[src/pkg/cbu_pkg.sv]
package cbu_pkg;

  // Datapath widths
  localparam int PC_W = 16;
  localparam int OFS_W = 7;
  localparam int FLG_W = 8;
  localparam int OP_W = 3;
  localparam int ADDR_W = 8;
  localparam int DATA_W = 32;

  // Register byte offsets
  localparam logic [ADDR_W-1:0] ADR_CTRL = 8'h00;
  localparam logic [ADDR_W-1:0] ADR_OFS = 8'h04;
  localparam logic [ADDR_W-1:0] ADR_FLG = 8'h08;
  localparam logic [ADDR_W-1:0] ADR_PC = 8'h0C;
  localparam logic [ADDR_W-1:0] ADR_STAT = 8'h10;

  // Control register layout
  localparam int CTRL_OP_LSB = 0;
  localparam int CTRL_GO_BIT = 8;

  // Status flag positions, same order as the core status byte
  localparam int FLG_C = 0;
  localparam int FLG_N = 2;
  localparam int FLG_V = 3;
  localparam int FLG_H = 5;
  localparam int FLG_T = 6;
  // Flags this unit looks at; the others read as zero
  localparam logic [FLG_W-1:0] FLG_MASK = 8'h6D;

  // Status register layout
  localparam int STAT_BUSY = 0;
  localparam int STAT_TAKEN = 1;
  localparam int STAT_CYC_LSB = 2;
  localparam int CYC_W = 2;

  // Reset values
  localparam logic [PC_W-1:0] PC_RST = 16'h0000;
  localparam logic [OFS_W-1:0] OFS_RST = 7'h00;
  localparam logic [FLG_W-1:0] FLG_RST = 8'h00;

  // Program counter step of one word
  localparam logic [PC_W-1:0] PC_STEP = 16'h0001;

  // Timing: clock period and cycles per branch outcome
  localparam int CLK_PERIOD_NS = 4;
  localparam logic [CYC_W-1:0] CYC_FALL = 2'h1;
  localparam logic [CYC_W-1:0] CYC_TAKEN = 2'h2;

  // Branch selector written into the control register
  typedef enum logic [OP_W-1:0] {
    branch_if_unsigned_lower = 3'h0,
    branch_if_negative = 3'h1,
    branch_if_positive = 3'h2,
    branch_if_signed_ge = 3'h3,
    branch_if_signed_less = 3'h4,
    branch_if_halfcarry_set = 3'h5,
    branch_if_halfcarry_clear = 3'h6,
    branch_if_transfer_bit_set = 3'h7
  } cbu_op_t;

  // Sequencer states, one-hot
  typedef enum logic [2:0] {
    st_idle = 3'h1,
    st_eval = 3'h2,
    st_jump = 3'h4
  } cbu_state_t;

endpackage

[src/pkg/cbu_br_if.sv]
`timescale 1ns/10ps
`default_nettype none
interface cbu_br_if;
  import cbu_pkg::*;
  cbu_op_t op; // Selected branch
  logic [FLG_W-1:0] flags; // Status flag snapshot
  logic [OFS_W-1:0] offset; // Raw relative offset
  logic [PC_W-1:0] pc; // Current program counter
  logic taken; // Condition holds
  logic [PC_W-1:0] target; // Jump destination
  // Sequencer side
  modport ctl (output op, flags, offset, pc, input taken, target);
  // Condition evaluator side
  modport eval (input op, flags, output taken);
  // Target adder side
  modport add (input offset, pc, output target);
endinterface
`default_nettype wire

[src/rtl/cbu_cond_eval.sv]
`timescale 1ns/10ps
`default_nettype none
module cbu_cond_eval (
  // Branch selector and flags in, verdict out
  cbu_br_if.eval br
);
  import cbu_pkg::*;

  logic sign_lt; // Signed less-than from N xor V
  assign sign_lt = br.flags[FLG_N] ^ br.flags[FLG_V];

  // Pure decode, so the verdict is ready in the evaluate cycle
  always_comb begin
    case (br.op)
      branch_if_unsigned_lower: begin
        br.taken = br.flags[FLG_C];
      end
      branch_if_negative: begin
        br.taken = br.flags[FLG_N];
      end
      branch_if_positive: begin
        br.taken = ~br.flags[FLG_N];
      end
      branch_if_signed_ge: begin
        br.taken = ~sign_lt;
      end
      branch_if_signed_less: begin
        br.taken = sign_lt;
      end
      branch_if_halfcarry_set: begin
        br.taken = br.flags[FLG_H];
      end
      branch_if_halfcarry_clear: begin
        br.taken = ~br.flags[FLG_H];
      end
      branch_if_transfer_bit_set: begin
        br.taken = br.flags[FLG_T];
      end
      default: begin
        br.taken = 1'h0;
      end
    endcase
  end

endmodule // cbu_cond_eval
`default_nettype wire

[src/rtl/cbu_pc_adder.sv]
`timescale 1ns/10ps
`default_nettype none
module cbu_pc_adder (
  // Offset and program counter in, target out
  cbu_br_if.add br
);
  import cbu_pkg::*;

  logic [PC_W-1:0] ofs_sext; // Offset widened with its sign

  // Backward jumps need the sign copied up
  assign ofs_sext = {{(PC_W-OFS_W){br.offset[OFS_W-1]}}, br.offset};

  // Target wraps modulo the counter width
  assign br.target = br.pc + ofs_sext + PC_STEP;

endmodule // cbu_pc_adder
`default_nettype wire

[src/rtl/cbu_top.sv]
// Function
// - Lower branch jumps when carry is set
// - Minus branch jumps when negative is set
// - Plus branch jumps when negative is clear
// - Signed ge jumps when N xor V clear
// - Signed less jumps when N xor V set
// - Half-carry-set branch jumps when H set
// - Half-carry-clear branch jumps when H clear
// - Transfer branch jumps on T; flags untouched
`timescale 1ns/10ps
`default_nettype none
module cbu_top (
  // Clock, reset and enable
  input wire logic pclk,
  input wire logic presetn,
  input wire logic clk_en,
  // APB slave
  input wire logic psel,
  input wire logic penable,
  input wire logic pwrite,
  input wire logic [cbu_pkg::ADDR_W-1:0] paddr,
  input wire logic [cbu_pkg::DATA_W-1:0] pwdata,
  output logic [cbu_pkg::DATA_W-1:0] prdata,
  output logic pready,
  output logic pslverr,
  // Core side view
  output logic [cbu_pkg::PC_W-1:0] pc_out,
  output logic busy,
  output logic done
);
  import cbu_pkg::*;

  // Address decode shared by error and write paths
  function automatic logic reg_hit(input logic [ADDR_W-1:0] a);
    reg_hit = (a == ADR_CTRL) || (a == ADR_OFS) || (a == ADR_FLG) ||
              (a == ADR_PC) || (a == ADR_STAT);
  endfunction

  cbu_state_t state_reg; // Sequencer state
  cbu_state_t state_next; // Its next value
  cbu_op_t op_reg; // Branch under way or last run
  logic [OFS_W-1:0] ofs_reg; // Relative offset
  logic [FLG_W-1:0] flg_reg; // Status flag copy
  logic [PC_W-1:0] pc_reg; // Program counter
  logic [PC_W-1:0] pc_next; // Its next value
  logic taken_reg; // Last branch was taken
  logic [CYC_W-1:0] cyc_reg; // Cycles of last branch
  logic done_reg; // Completion pulse
  logic phase_reg; // Read data captured for this access
  logic [DATA_W-1:0] prdata_reg; // Read data holder
  logic [DATA_W-1:0] rd_next; // Read mux output
  logic wr_en; // Completing write
  logic idle; // Sequencer free
  logic start; // Go bit written while idle

  // Shared branch signals to the two helpers
  cbu_br_if br();

  assign br.op = op_reg;
  assign br.flags = flg_reg;
  assign br.offset = ofs_reg;
  assign br.pc = pc_reg;

  // Condition decode
  cbu_cond_eval u_eval (
    .br(br)
  );

  // Target arithmetic
  cbu_pc_adder u_adder (
    .br(br)
  );

  assign idle = (state_reg == st_idle);

  // Ready only after read data was captured a cycle earlier
  assign pready = clk_en & psel & penable & phase_reg;

  // Unmapped offsets answer with an error
  assign pslverr = pready & ~reg_hit(paddr);

  // Writes land only at the completing edge
  assign wr_en = pready & pwrite & reg_hit(paddr);

  // A branch starts only from idle; busy writes are dropped
  assign start = wr_en & idle & (paddr == ADR_CTRL) &
                 pwdata[CTRL_GO_BIT];

  // Read mux; unused bits read zero
  always_comb begin
    rd_next = '0;
    case (paddr)
      ADR_CTRL: begin
        rd_next[CTRL_OP_LSB +: OP_W] = op_reg;
      end
      ADR_OFS: begin
        rd_next[OFS_W-1:0] = ofs_reg;
      end
      ADR_FLG: begin
        rd_next[FLG_W-1:0] = flg_reg;
      end
      ADR_PC: begin
        rd_next[PC_W-1:0] = pc_reg;
      end
      ADR_STAT: begin
        rd_next[STAT_BUSY] = ~idle;
        rd_next[STAT_TAKEN] = taken_reg;
        rd_next[STAT_CYC_LSB +: CYC_W] = cyc_reg;
      end
      default: begin
        rd_next = '0;
      end
    endcase
  end

  // Read data capture in the setup cycle keeps prdata a flop with no wait state
  always_ff @(posedge pclk or negedge presetn) begin
    if (!presetn) begin
      phase_reg <= 1'h0;
      prdata_reg <= '0;
    end else if (clk_en) begin
      if (pready) begin
        phase_reg <= 1'h0;
      end else if (psel && !phase_reg) begin
        phase_reg <= 1'h1;
        prdata_reg <= rd_next;
      end
    end
  end

  assign prdata = prdata_reg;

  // Branch selector; kept after the run for readback
  always_ff @(posedge pclk or negedge presetn) begin
    if (!presetn) begin
      op_reg <= branch_if_unsigned_lower;
    end else if (clk_en) begin
      if (wr_en && idle && paddr == ADR_CTRL) begin
        op_reg <= cbu_op_t'(pwdata[CTRL_OP_LSB +: OP_W]);
      end
    end
  end

  // Offset; frozen while busy so the target stays put
  always_ff @(posedge pclk or negedge presetn) begin
    if (!presetn) begin
      ofs_reg <= OFS_RST;
    end else if (clk_en) begin
      if (wr_en && idle && paddr == ADR_OFS) begin
        ofs_reg <= pwdata[OFS_W-1:0];
      end
    end
  end

  // Flags; the branch itself never writes them
  always_ff @(posedge pclk or negedge presetn) begin
    if (!presetn) begin
      flg_reg <= FLG_RST;
    end else if (clk_en) begin
      if (wr_en && idle && paddr == ADR_FLG) begin
        flg_reg <= pwdata[FLG_W-1:0] & FLG_MASK;
      end
    end
  end

  // Sequencer next state
  always_comb begin
    case (state_reg)
      st_idle: begin
        state_next = start ? st_eval : st_idle;
      end
      st_eval: begin
        state_next = br.taken ? st_jump : st_idle;
      end
      st_jump: begin
        state_next = st_idle;
      end
      default: begin
        state_next = st_idle;
      end
    endcase
  end

  // Sequencer state
  always_ff @(posedge pclk or negedge presetn) begin
    if (!presetn) begin
      state_reg <= st_idle;
    end else if (clk_en) begin
      state_reg <= state_next;
    end
  end

  // Counter: step on fall through, load target on jump
  always_comb begin
    pc_next = pc_reg;
    if (state_reg == st_eval && !br.taken) begin
      pc_next = pc_reg + PC_STEP;
    end else if (state_reg == st_jump) begin
      pc_next = br.target;
    end else if (wr_en && idle && paddr == ADR_PC) begin
      pc_next = pwdata[PC_W-1:0];
    end
  end

  // Program counter
  always_ff @(posedge pclk or negedge presetn) begin
    if (!presetn) begin
      pc_reg <= PC_RST;
    end else if (clk_en) begin
      pc_reg <= pc_next;
    end
  end

  assign pc_out = pc_reg;

  // Outcome record for status readback
  always_ff @(posedge pclk or negedge presetn) begin
    if (!presetn) begin
      taken_reg <= 1'h0;
      cyc_reg <= '0;
    end else if (clk_en) begin
      if (state_reg == st_eval) begin
        taken_reg <= br.taken;
        cyc_reg <= br.taken ? CYC_TAKEN : CYC_FALL;
      end
    end
  end

  // Completion pulse, one enabled cycle long
  always_ff @(posedge pclk or negedge presetn) begin
    if (!presetn) begin
      done_reg <= 1'h0;
    end else if (clk_en) begin
      done_reg <= (state_reg == st_eval && !br.taken) ||
                  (state_reg == st_jump);
    end
  end

  assign done = done_reg;
  assign busy = ~idle;

  // Checks of the branch outcome per selector
  a_lower_carry: assert property (
    @(posedge pclk) disable iff (!presetn)
    (state_reg == st_eval && clk_en &&
     op_reg == branch_if_unsigned_lower)
    |=> ((state_reg == st_jump) == flg_reg[FLG_C]))
    else $error("lower branch ignores carry");

  a_minus_neg: assert property (
    @(posedge pclk) disable iff (!presetn)
    (state_reg == st_eval && clk_en && op_reg == branch_if_negative)
    |=> ((state_reg == st_jump) == flg_reg[FLG_N]))
    else $error("minus branch ignores negative");

  a_plus_neg: assert property (
    @(posedge pclk) disable iff (!presetn)
    (state_reg == st_eval && clk_en && op_reg == branch_if_positive)
    |=> ((state_reg == st_jump) == !flg_reg[FLG_N]))
    else $error("plus branch ignores negative");

  a_signed_ge: assert property (
    @(posedge pclk) disable iff (!presetn)
    (state_reg == st_eval && clk_en && op_reg == branch_if_signed_ge)
    |=> ((state_reg == st_jump) ==
         !(flg_reg[FLG_N] ^ flg_reg[FLG_V])))
    else $error("signed ge branch wrong");

  a_signed_less: assert property (
    @(posedge pclk) disable iff (!presetn)
    (state_reg == st_eval && clk_en &&
     op_reg == branch_if_signed_less)
    |=> ((state_reg == st_jump) ==
         (flg_reg[FLG_N] ^ flg_reg[FLG_V])))
    else $error("signed less branch wrong");

  a_half_set: assert property (
    @(posedge pclk) disable iff (!presetn)
    (state_reg == st_eval && clk_en &&
     op_reg == branch_if_halfcarry_set && !flg_reg[FLG_H])
    |=> (state_reg == st_idle && pc_reg == $past(pc_reg) + PC_STEP))
    else $error("half set branch taken on clear");

  a_half_clear: assert property (
    @(posedge pclk) disable iff (!presetn)
    (state_reg == st_eval && clk_en &&
     op_reg == branch_if_halfcarry_clear)
    |=> ((state_reg == st_jump) == !flg_reg[FLG_H]))
    else $error("half clear branch wrong");

  a_transfer_set: assert property (
    @(posedge pclk) disable iff (!presetn)
    (state_reg == st_eval && clk_en &&
     op_reg == branch_if_transfer_bit_set)
    |=> ((state_reg == st_jump) == flg_reg[FLG_T]))
    else $error("transfer branch ignores T");

  a_flags_kept: assert property (
    @(posedge pclk) disable iff (!presetn)
    (state_reg != st_idle) |=> $stable(flg_reg))
    else $error("flags changed during branch");

  // Timing of both outcomes
  a_fall_one: assert property (
    @(posedge pclk) disable iff (!presetn)
    (state_reg == st_eval && clk_en && !br.taken)
    |=> (state_reg == st_idle && done_reg && cyc_reg == CYC_FALL))
    else $error("fall through not one cycle");

  a_taken_two: assert property (
    @(posedge pclk) disable iff (!presetn)
    (state_reg == st_eval && clk_en && br.taken) ##1 clk_en
    |=> (state_reg == st_idle && done_reg &&
         pc_reg == $past(br.target) && cyc_reg == CYC_TAKEN))
    else $error("taken branch not two cycles");

  // Target arithmetic against an independent sum
  a_sext_target: assert property (
    @(posedge pclk) disable iff (!presetn)
    (state_reg == st_jump) |->
    (br.target == PC_W'(pc_reg + PC_W'(signed'(ofs_reg)) + PC_STEP)))
    else $error("offset not sign extended");

endmodule // cbu_top
`default_nettype wire

[config.mk]
export PLATFORM = sky130hd
export DESIGN_NAME = cbu_top
export DESIGN_NICKNAME = d
export VERILOG_FILES = /design/src/pkg/cbu_pkg.sv /design/src/pkg/cbu_br_if.sv /design/src/rtl/cbu_cond_eval.sv /design/src/rtl/cbu_pc_adder.sv /design/src/rtl/cbu_top.sv
export SDC_FILE = /design/constraint.sdc
export NUM_CORES = 1
export LEC_CHECK = 0
export BUFFER_PORTS_ARGS = -buffer_cell sky130_fd_sc_hd__buf_2
export CAP_MARGIN = 20
export CORE_MARGIN = 2
export CORE_UTILIZATION = 40
export CTS_CLUSTER_DIAMETER = 40
export DETAILED_ROUTE_END_ITERATION = 12
export HOLD_SLACK_MARGIN = 0.06
export PLACE_DENSITY = 0.71
export SLEW_MARGIN = 15
export SYNTH_ARGS = -nofsm -noshare
export SYNTH_HDL_FRONTEND = slang
export SYNTH_SLANG_ARGS = --single-unit
export TNS_END_PERCENT = 20
[constraint.sdc]
create_clock -name pclk -period 7.4 [get_ports pclk]
set_input_delay 1.11 -clock pclk [delete_from_list [all_inputs] [get_ports pclk]]
set_output_delay 1.11 -clock pclk [all_outputs]
set_load 0.01 [all_outputs]
==> impl_metrics.json, run 1 <==
{
  "status": "finished clean",
  "layout-drive-gt1-share": 0.222,
  "period_share": 0.421,
  "hold_viol": 0,
  "antenna_found_initial": 0,
  "wire_per_inst_um": 17.6,
  "root_buffer": "clkbuf_8",
  "numCtsBuffers": 5,
  "hpwl_um": 8400,
  "initial_utilization": 0.414,
  "r2r-end": "pc_out[14]",
  "cts_hold_buf": 0,
  "synth-edff-count": 0,
  "clk_latency_ps": 320,
  "yosysMostFrequentCell": "dfrtp_1",
  "p_per_area_nw_per_um2": 123,
  "worstSetupPathType": "in -> out",
  "syn_to_final_growth_pct": 10.9,
  "yosysTopAreaCell": "dfrtp_1",
  "ys_warn_count": 0,
  "worst_clock_skew_ps": 7.55,
  "die_h_um": 105,
  "endpoint_kind": "output pin",
  "gr-total-overflow": 0,
  "reg2reg_from": "pc_out[0]",
  "p_seq_frac": 0.565,
  "finalCriticalPeriod_ps": 3120,
  "cts_resized": 0,
  "min_path_cells": 2,
  "max-clock-path-buffers": 2,
  "peakVddDrop_uv": 56.3,
  "max_freq_ghz": 0.321,
  "clk_pin_slew_ps": 90,
  "synth_commonest_cells": "53 x dfrtp_1, 39 x nand2_1, 28 x a21oi_1, 27 x nor2_1, 25 x o21ai_0",
  "synth-async-reset-ratio": 1.00,
  "num_vias": 3798,
  "ys_ff_latch": 54,
  "post_cts_buffers": 0,
  "htreeDepth": 2,
  "yosys.cell_types.count": 79,
  "rows": 36,
  "min_from": "prdata[3]",
  "power_leakage_nw": 2.13,
  "cp-startpoint": "clk_en",
  "io_pins": 98,
  "switching_power_w": 0.000158,
  "seq_area_frac_synth": 0.333,
  "dr.first_iter.drc_count": 247,
  "worstMarginPinSlew_ps": 877,
  "setup_ws_ps": 4280,
  "synth_area_um2": 4070,
  "ff2ff_setup_slack_ps": 4580,
  "synthFlopType": "dfrtp_1",
  "maxSlewViolCount": 0,
  "clkPwrFrac": 0.303,
  "startpoint_type": "input port",
  "cts_tree": "yes",
  "crit_required_ps": 6290,
  "yosysTopAreaCellShare": 0.326,
  "fp.dieW_um": 105,
  "intPower_w": 0.000395,
  "first_pass_iters": 5,
  "grt_pass1_vias": 3567,
  "swShare": 0.286,
  "synthCells": 450,
  "vias_per_cell": 5.95,
  "place.gp.congestion": 0.916,
  "cts_sinks": 54,
  "dpl_worst_slack_ps": 4150,
  "antenna_cells": 0,
  "drc_errors": 0,
  "setup_violations": 0,
  "grt_max_degree": 55,
  "core_area_um2": 9820,
  "critPathMaxFanout": 17,
  "avgSynthCellArea_um2": 9.03,
  "drtAntennaViolNets": 0,
  "setup_tns_ps": 0,
  "hold_end": "prdata[3]",
  "nets": 567,
  "port-buffer-count": 65,
  "crit_arrival_ps": 2010,
  "hp-class": "reg -> reg",
  "rsz0062_at_grt": "no",
  "drv_cap": 0,
  "grtUsageTotal": 0.204,
  "slew_headroom": 0.415,
  "wl_um": 11200,
  "rr_worst_depth": 9,
  "p_comb_frac": 0.132,
  "synth_area_leaders": "dfrtp_1 33%, ha_1 4.9%, mux2_2 4.4%, nand2_1 3.6%, a21oi_1 3.4%",
  "grt_pass1_wl_um": 18300,
  "die_area_um2": 11000
}
-- metal layers --
| layer | part of all wire | vias to the layer above | GRT usage |
|---|---|---|---|
| met2 | 0.48 | 171 | 0.330 |
| met1 | 0.44 | 1832 | 0.276 |
| met4 | 0.019 | 0 | 0.0762 |
| met3 | 0.063 | 17 | 0.0312 |
| met5 | 0 | - | 0 |
| li1 | - | 1778 | - |
-- through the flow --
step	hold slack [ps]	cell area [um^2]	instances	utilization	power, W
detailed placement	466	4420	629	0.450	0.000391
global placement	458	4420	629	0.450	0.000389
CTS	488	4500	637	0.458	0.000555
finish	482	4510	638	0.459	0.000553
global route	521	4510	638	0.459	0.000576
floorplan	450	4120	465	-	0.000364
-- worst max-delay path, stage by stage --
cell	delay, ps
buf_2	310
nand4_1	230
a31oi_1	200
buf_2	160
-- worst max-delay path by stage --
stage,end,slack (ps),cells after the start
6_report,pslverr,4280,4
5_1_grt,pslverr,4180,4
4_1_cts,pslverr,4300,4
3_5_place_dp,prdata[13],4150,4
3_3_place_gp,prdata[12],4180,4
2_1_floorplan,pslverr,4270,4
-- final cells by class --
| class | instances | area [um^2] |
|---|---|---|
| clock buffer | 6 | 72.6 |
| clock inverter | 2 | 10.0 |
| fill | 942 | 5310 |
| inverter | 17 | 63.8 |
| multi-input combinational | 359 | 2500 |
| sequential | 54 | 1350 |
| tap | 133 | 166 |
| timing repair buffer | 67 | 344 |
-- placed cells by master, fill, tap and decap left out, types with 15 or more instances in the layout --
master   synthesis  routed
nor2_1          27      27
conb_1           1      16
buf_2            2      65
a21oi_1         28      28
o21ai_0         25      25
nand2_1         39      39
nand3_1         15      15
ha_1            16      16
inv_1           16      16
mux2_2          16      16
dfrtp_1         53      53
-- power groups by stage --
stage	combinational (W)	clock (W)	sequential, W
global route	0.0000816	0.000181	0.000314
finish	0.0000731	0.000167	0.000313
floorplan	0.0000478	0	0.000316
CTS	0.0000731	0.000170	0.000312
global placement	0.0000711	0	0.000318
detailed placement	0.0000728	0	0.000318
-- kinds of logic after synthesis --
group | after synthesis | synth area share
compound gates | 143 | 0.251
buf+inv | 52 | 0.0662
fa+ha+maj | 17 | 0.0542
xor+xnor | 6 | 0.0129
flops | 54 | 0.333
mux | 28 | 0.0828
simple gates | 149 | 0.200
other cells | 1 | 0.000922
(Power assumes the default switching activity.)
==> run 2: changes to the inputs <==
--- a/config.mk
+++ b/config.mk
@@ -5,6 +5,7 @@
 export SDC_FILE = /design/constraint.sdc
 export NUM_CORES = 1
 export LEC_CHECK = 0
+export ABC_AREA = 1
 export BUFFER_PORTS_ARGS = -buffer_cell sky130_fd_sc_hd__buf_2
 export CAP_MARGIN = 20
 export CORE_MARGIN = 2
@@ -12,7 +13,7 @@
 export CTS_CLUSTER_DIAMETER = 40
 export DETAILED_ROUTE_END_ITERATION = 12
 export HOLD_SLACK_MARGIN = 0.06
-export PLACE_DENSITY = 0.71
+export PLACE_DENSITY = 0.7
 export SLEW_MARGIN = 15
 export SYNTH_ARGS = -nofsm -noshare
 export SYNTH_HDL_FRONTEND = slang
==> constraint.sdc (replaced) <==
create_clock -name pclk -period 3.2 [get_ports pclk]
set_input_delay 0.48 -clock pclk [delete_from_list [all_inputs] [get_ports pclk]]
set_output_delay 0.48 -clock pclk [all_outputs]
set_load 0.01 [all_outputs]
==> impl_metrics.json, run 2 <==
{
  "post-place-cells": 852,
  "root_buffer": "clkbuf_8",
  "port-buffer-count": 65,
  "max-clock-path-buffers": 2,
  "grt_pass1_wl_um": 18800,
  "cts_tree": "yes",
  "startpoint_type": "flip-flop",
  "max_freq_ghz": 0.437,
  "intPower_w": 0.00101,
  "cts_sinks": 54,
  "synth-edff-count": 0,
  "wire_per_inst_um": 13.4,
  "final_common_cell": "nand2_1",
  "finalCriticalPeriod_ps": 2290,
  "yosys.cell_types.count": 38,
  "period_share": 0.715,
  "initial_utilization": 0.412,
  "maxSlewViolCount": 0,
  "avgSynthCellArea_um2": 6.43,
  "dr.first_iter.drc_count": 213,
  "vias_per_cell": 4.99,
  "layout_common_cells": "246 x nand2_1, 106 x inv_1, 65 x buf_2, 59 x nand3_1, 53 x dfrtp_1",
  "setup_tns_ps": 0,
  "grtUsageTotal": 0.204,
  "post_cts_buffers": 0,
  "gr-total-overflow": 0,
  "yosysTopAreaCell": "dfrtp_1",
  "yosysMostFrequentCell": "nand2_1",
  "core_area_um2": 10300,
  "die_area_um2": 11500,
  "setup_violations": 0,
  "clk_latency_ps": 320,
  "endpoint_kind": "flip-flop",
  "slew_headroom": 0.542,
  "cts_resized": 0,
  "hold_viol": 0,
  "reg2reg_from": "br.flags[3]",
  "p_seq_frac": 0.520,
  "clkPwrFrac": 0.347,
  "power_leakage_nw": 2.72,
  "fin_util": 0.461,
  "cts_hold_buf": 0,
  "placed_area_um2": 4640,
  "grt_max_degree": 30,
  "status": "finished clean",
  "nets": 786,
  "p_per_area_nw_per_um2": 296,
  "rows": 37,
  "hpwl_um": 8970,
  "peakVddDrop_uv": 191,
  "synth_area_leaders": "dfrtp_1 31%, nand2_1 22%, inv_1 9.4%, nand3_1 6.9%, ha_1 4.7%",
  "fillCellCount": 1094,
  "synthFlopType": "dfrtp_1",
  "drtAntennaViolNets": 0,
  "switching_power_w": 0.000399,
  "worst_clock_skew_ps": 11.3,
  "synth_commonest_cells": "246 x nand2_1, 106 x inv_1, 59 x nand3_1, 53 x dfrtp_1, 32 x o21ai_0",
  "antenna_found_initial": 0,
  "hp-class": "in -> async",
  "r2r-end": "pc_out[7]",
  "ff2ff_setup_slack_ps": 910,
  "numCtsBuffers": 5,
  "wl_um": 11500,
  "fp.dieW_um": 107,
  "worstSetupPathType": "reg -> reg",
  "synth_area_um2": 4250,
  "num_vias": 4295,
  "fin_area_um2": 4760,
  "crit_required_ps": 3420,
  "drc_errors": 0,
  "critPathMaxFanout": 18,
  "layout-drive-gt1-share": 0.133,
  "syn_to_final_growth_pct": 12.0,
  "instances_no_fill": 860,
  "synthCells": 661,
  "p_comb_frac": 0.133,
  "io_pins": 98,
  "place.gp.congestion": 0.920,
  "die_h_um": 107,
  "swShare": 0.284,
  "crit_arrival_ps": 2510,
  "rsz0062_at_grt": "no",
  "drv_cap": 0,
  "yosysTopAreaCellShare": 0.312,
  "ys_warn_count": 0,
  "endpoint": "pc_out[7]",
  "htreeDepth": 2,
  "grt_pass1_vias": 4025,
  "synth-async-reset-ratio": 1.00,
  "ys_ff_latch": 54,
  "first_pass_iters": 5,
  "clk_pin_slew_ps": 110,
  "worstMarginPinSlew_ps": 683,
  "antenna_cells": 0,
  "rr_worst_depth": 10,
  "cp-startpoint": "br.flags[3]",
  "seq_area_frac_synth": 0.318
}
==> run 2: metrics by stage <==
stage	total power, W	worst slack [ps]	hold WS [ps]
3_5_place_dp	0.000932	887	439
6_report	0.00141	911	80.6
2_1_floorplan	0.000863	1310	184
4_1_cts	0.00141	931	91.2
3_3_place_gp	0.000926	946	433
5_1_grt	0.00147	701	102
==> run 2: logic make-up (layout without fill, tap and decap cells) <==
group | after synthesis | after routing | synth area share
AND/OR/NAND/NOR | 364 | 364 | 0.358
buffers and inverters | 139 | 187 | 0.143
AO/OA/AOI/OAI | 72 | 72 | 0.0989
flip-flops | 54 | 54 | 0.318
adder cells (fa/ha/maj) | 17 | 17 | 0.0518
XOR/XNOR | 14 | 14 | 0.0288
other | 1 | 16 | 0.000882
==> run 2: how the worst min path moves through the flow <==
stage                 start      endpoint  slack, ps  cells past startpoint
finish              presetn   br.flags[3]         80                      1
CTS                 presetn   br.flags[3]         90                      1
global placement    presetn   br.flags[2]        430                      1
floorplan           presetn   br.flags[0]        180                      0
detailed placement  presetn   br.flags[3]        440                      1
global route        presetn  br.offset[6]        100                      1
==> run 2: critical path, stage by stage, from the launching register on <==
cell,delay (ps)
dfrtp_1,470
xnor2_1,180
nand2_1,60
nand2_1,50
nand2_1,110
nand3_4,230
inv_4,150
o21ai_4,480
nand2_4,250
nand2_1,140
nand2_1,60
==> run 2: power groups by stage <==
stage / Combinational [W] / Clock, W / Sequential [W]
after floorplan: 0.000120 / 0 / 0.000743
after global placement: 0.000183 / 0 / 0.000744
after detailed placement: 0.000188 / 0 / 0.000744
after CTS: 0.000189 / 0.000494 / 0.000731
after global routing: 0.000214 / 0.000521 / 0.000735
final: 0.000188 / 0.000488 / 0.000732
==> run 2: cell type report <==
type | instances | area, um^2 | area share
clock inverter | 3 | 47.5 | 0.00999
sequential | 54 | 1350 | 0.284
multi-input combinational | 483 | 2350 | 0.494
inverter | 110 | 415 | 0.0873
clock buffer | 5 | 68.8 | 0.0145
timing repair buffer | 69 | 355 | 0.0746
tap | 136 | 170 | 0.0357
==> run 2: metal layers <==
metal  global-route usage  vias to the layer above  share of wire
met3               0.0267                       18          0.045
met5                    0                        -              0
met2                0.347                      125           0.47
li1                     -                     2165              -
met1                0.268                     1987           0.46
met4               0.0649                        0          0.021
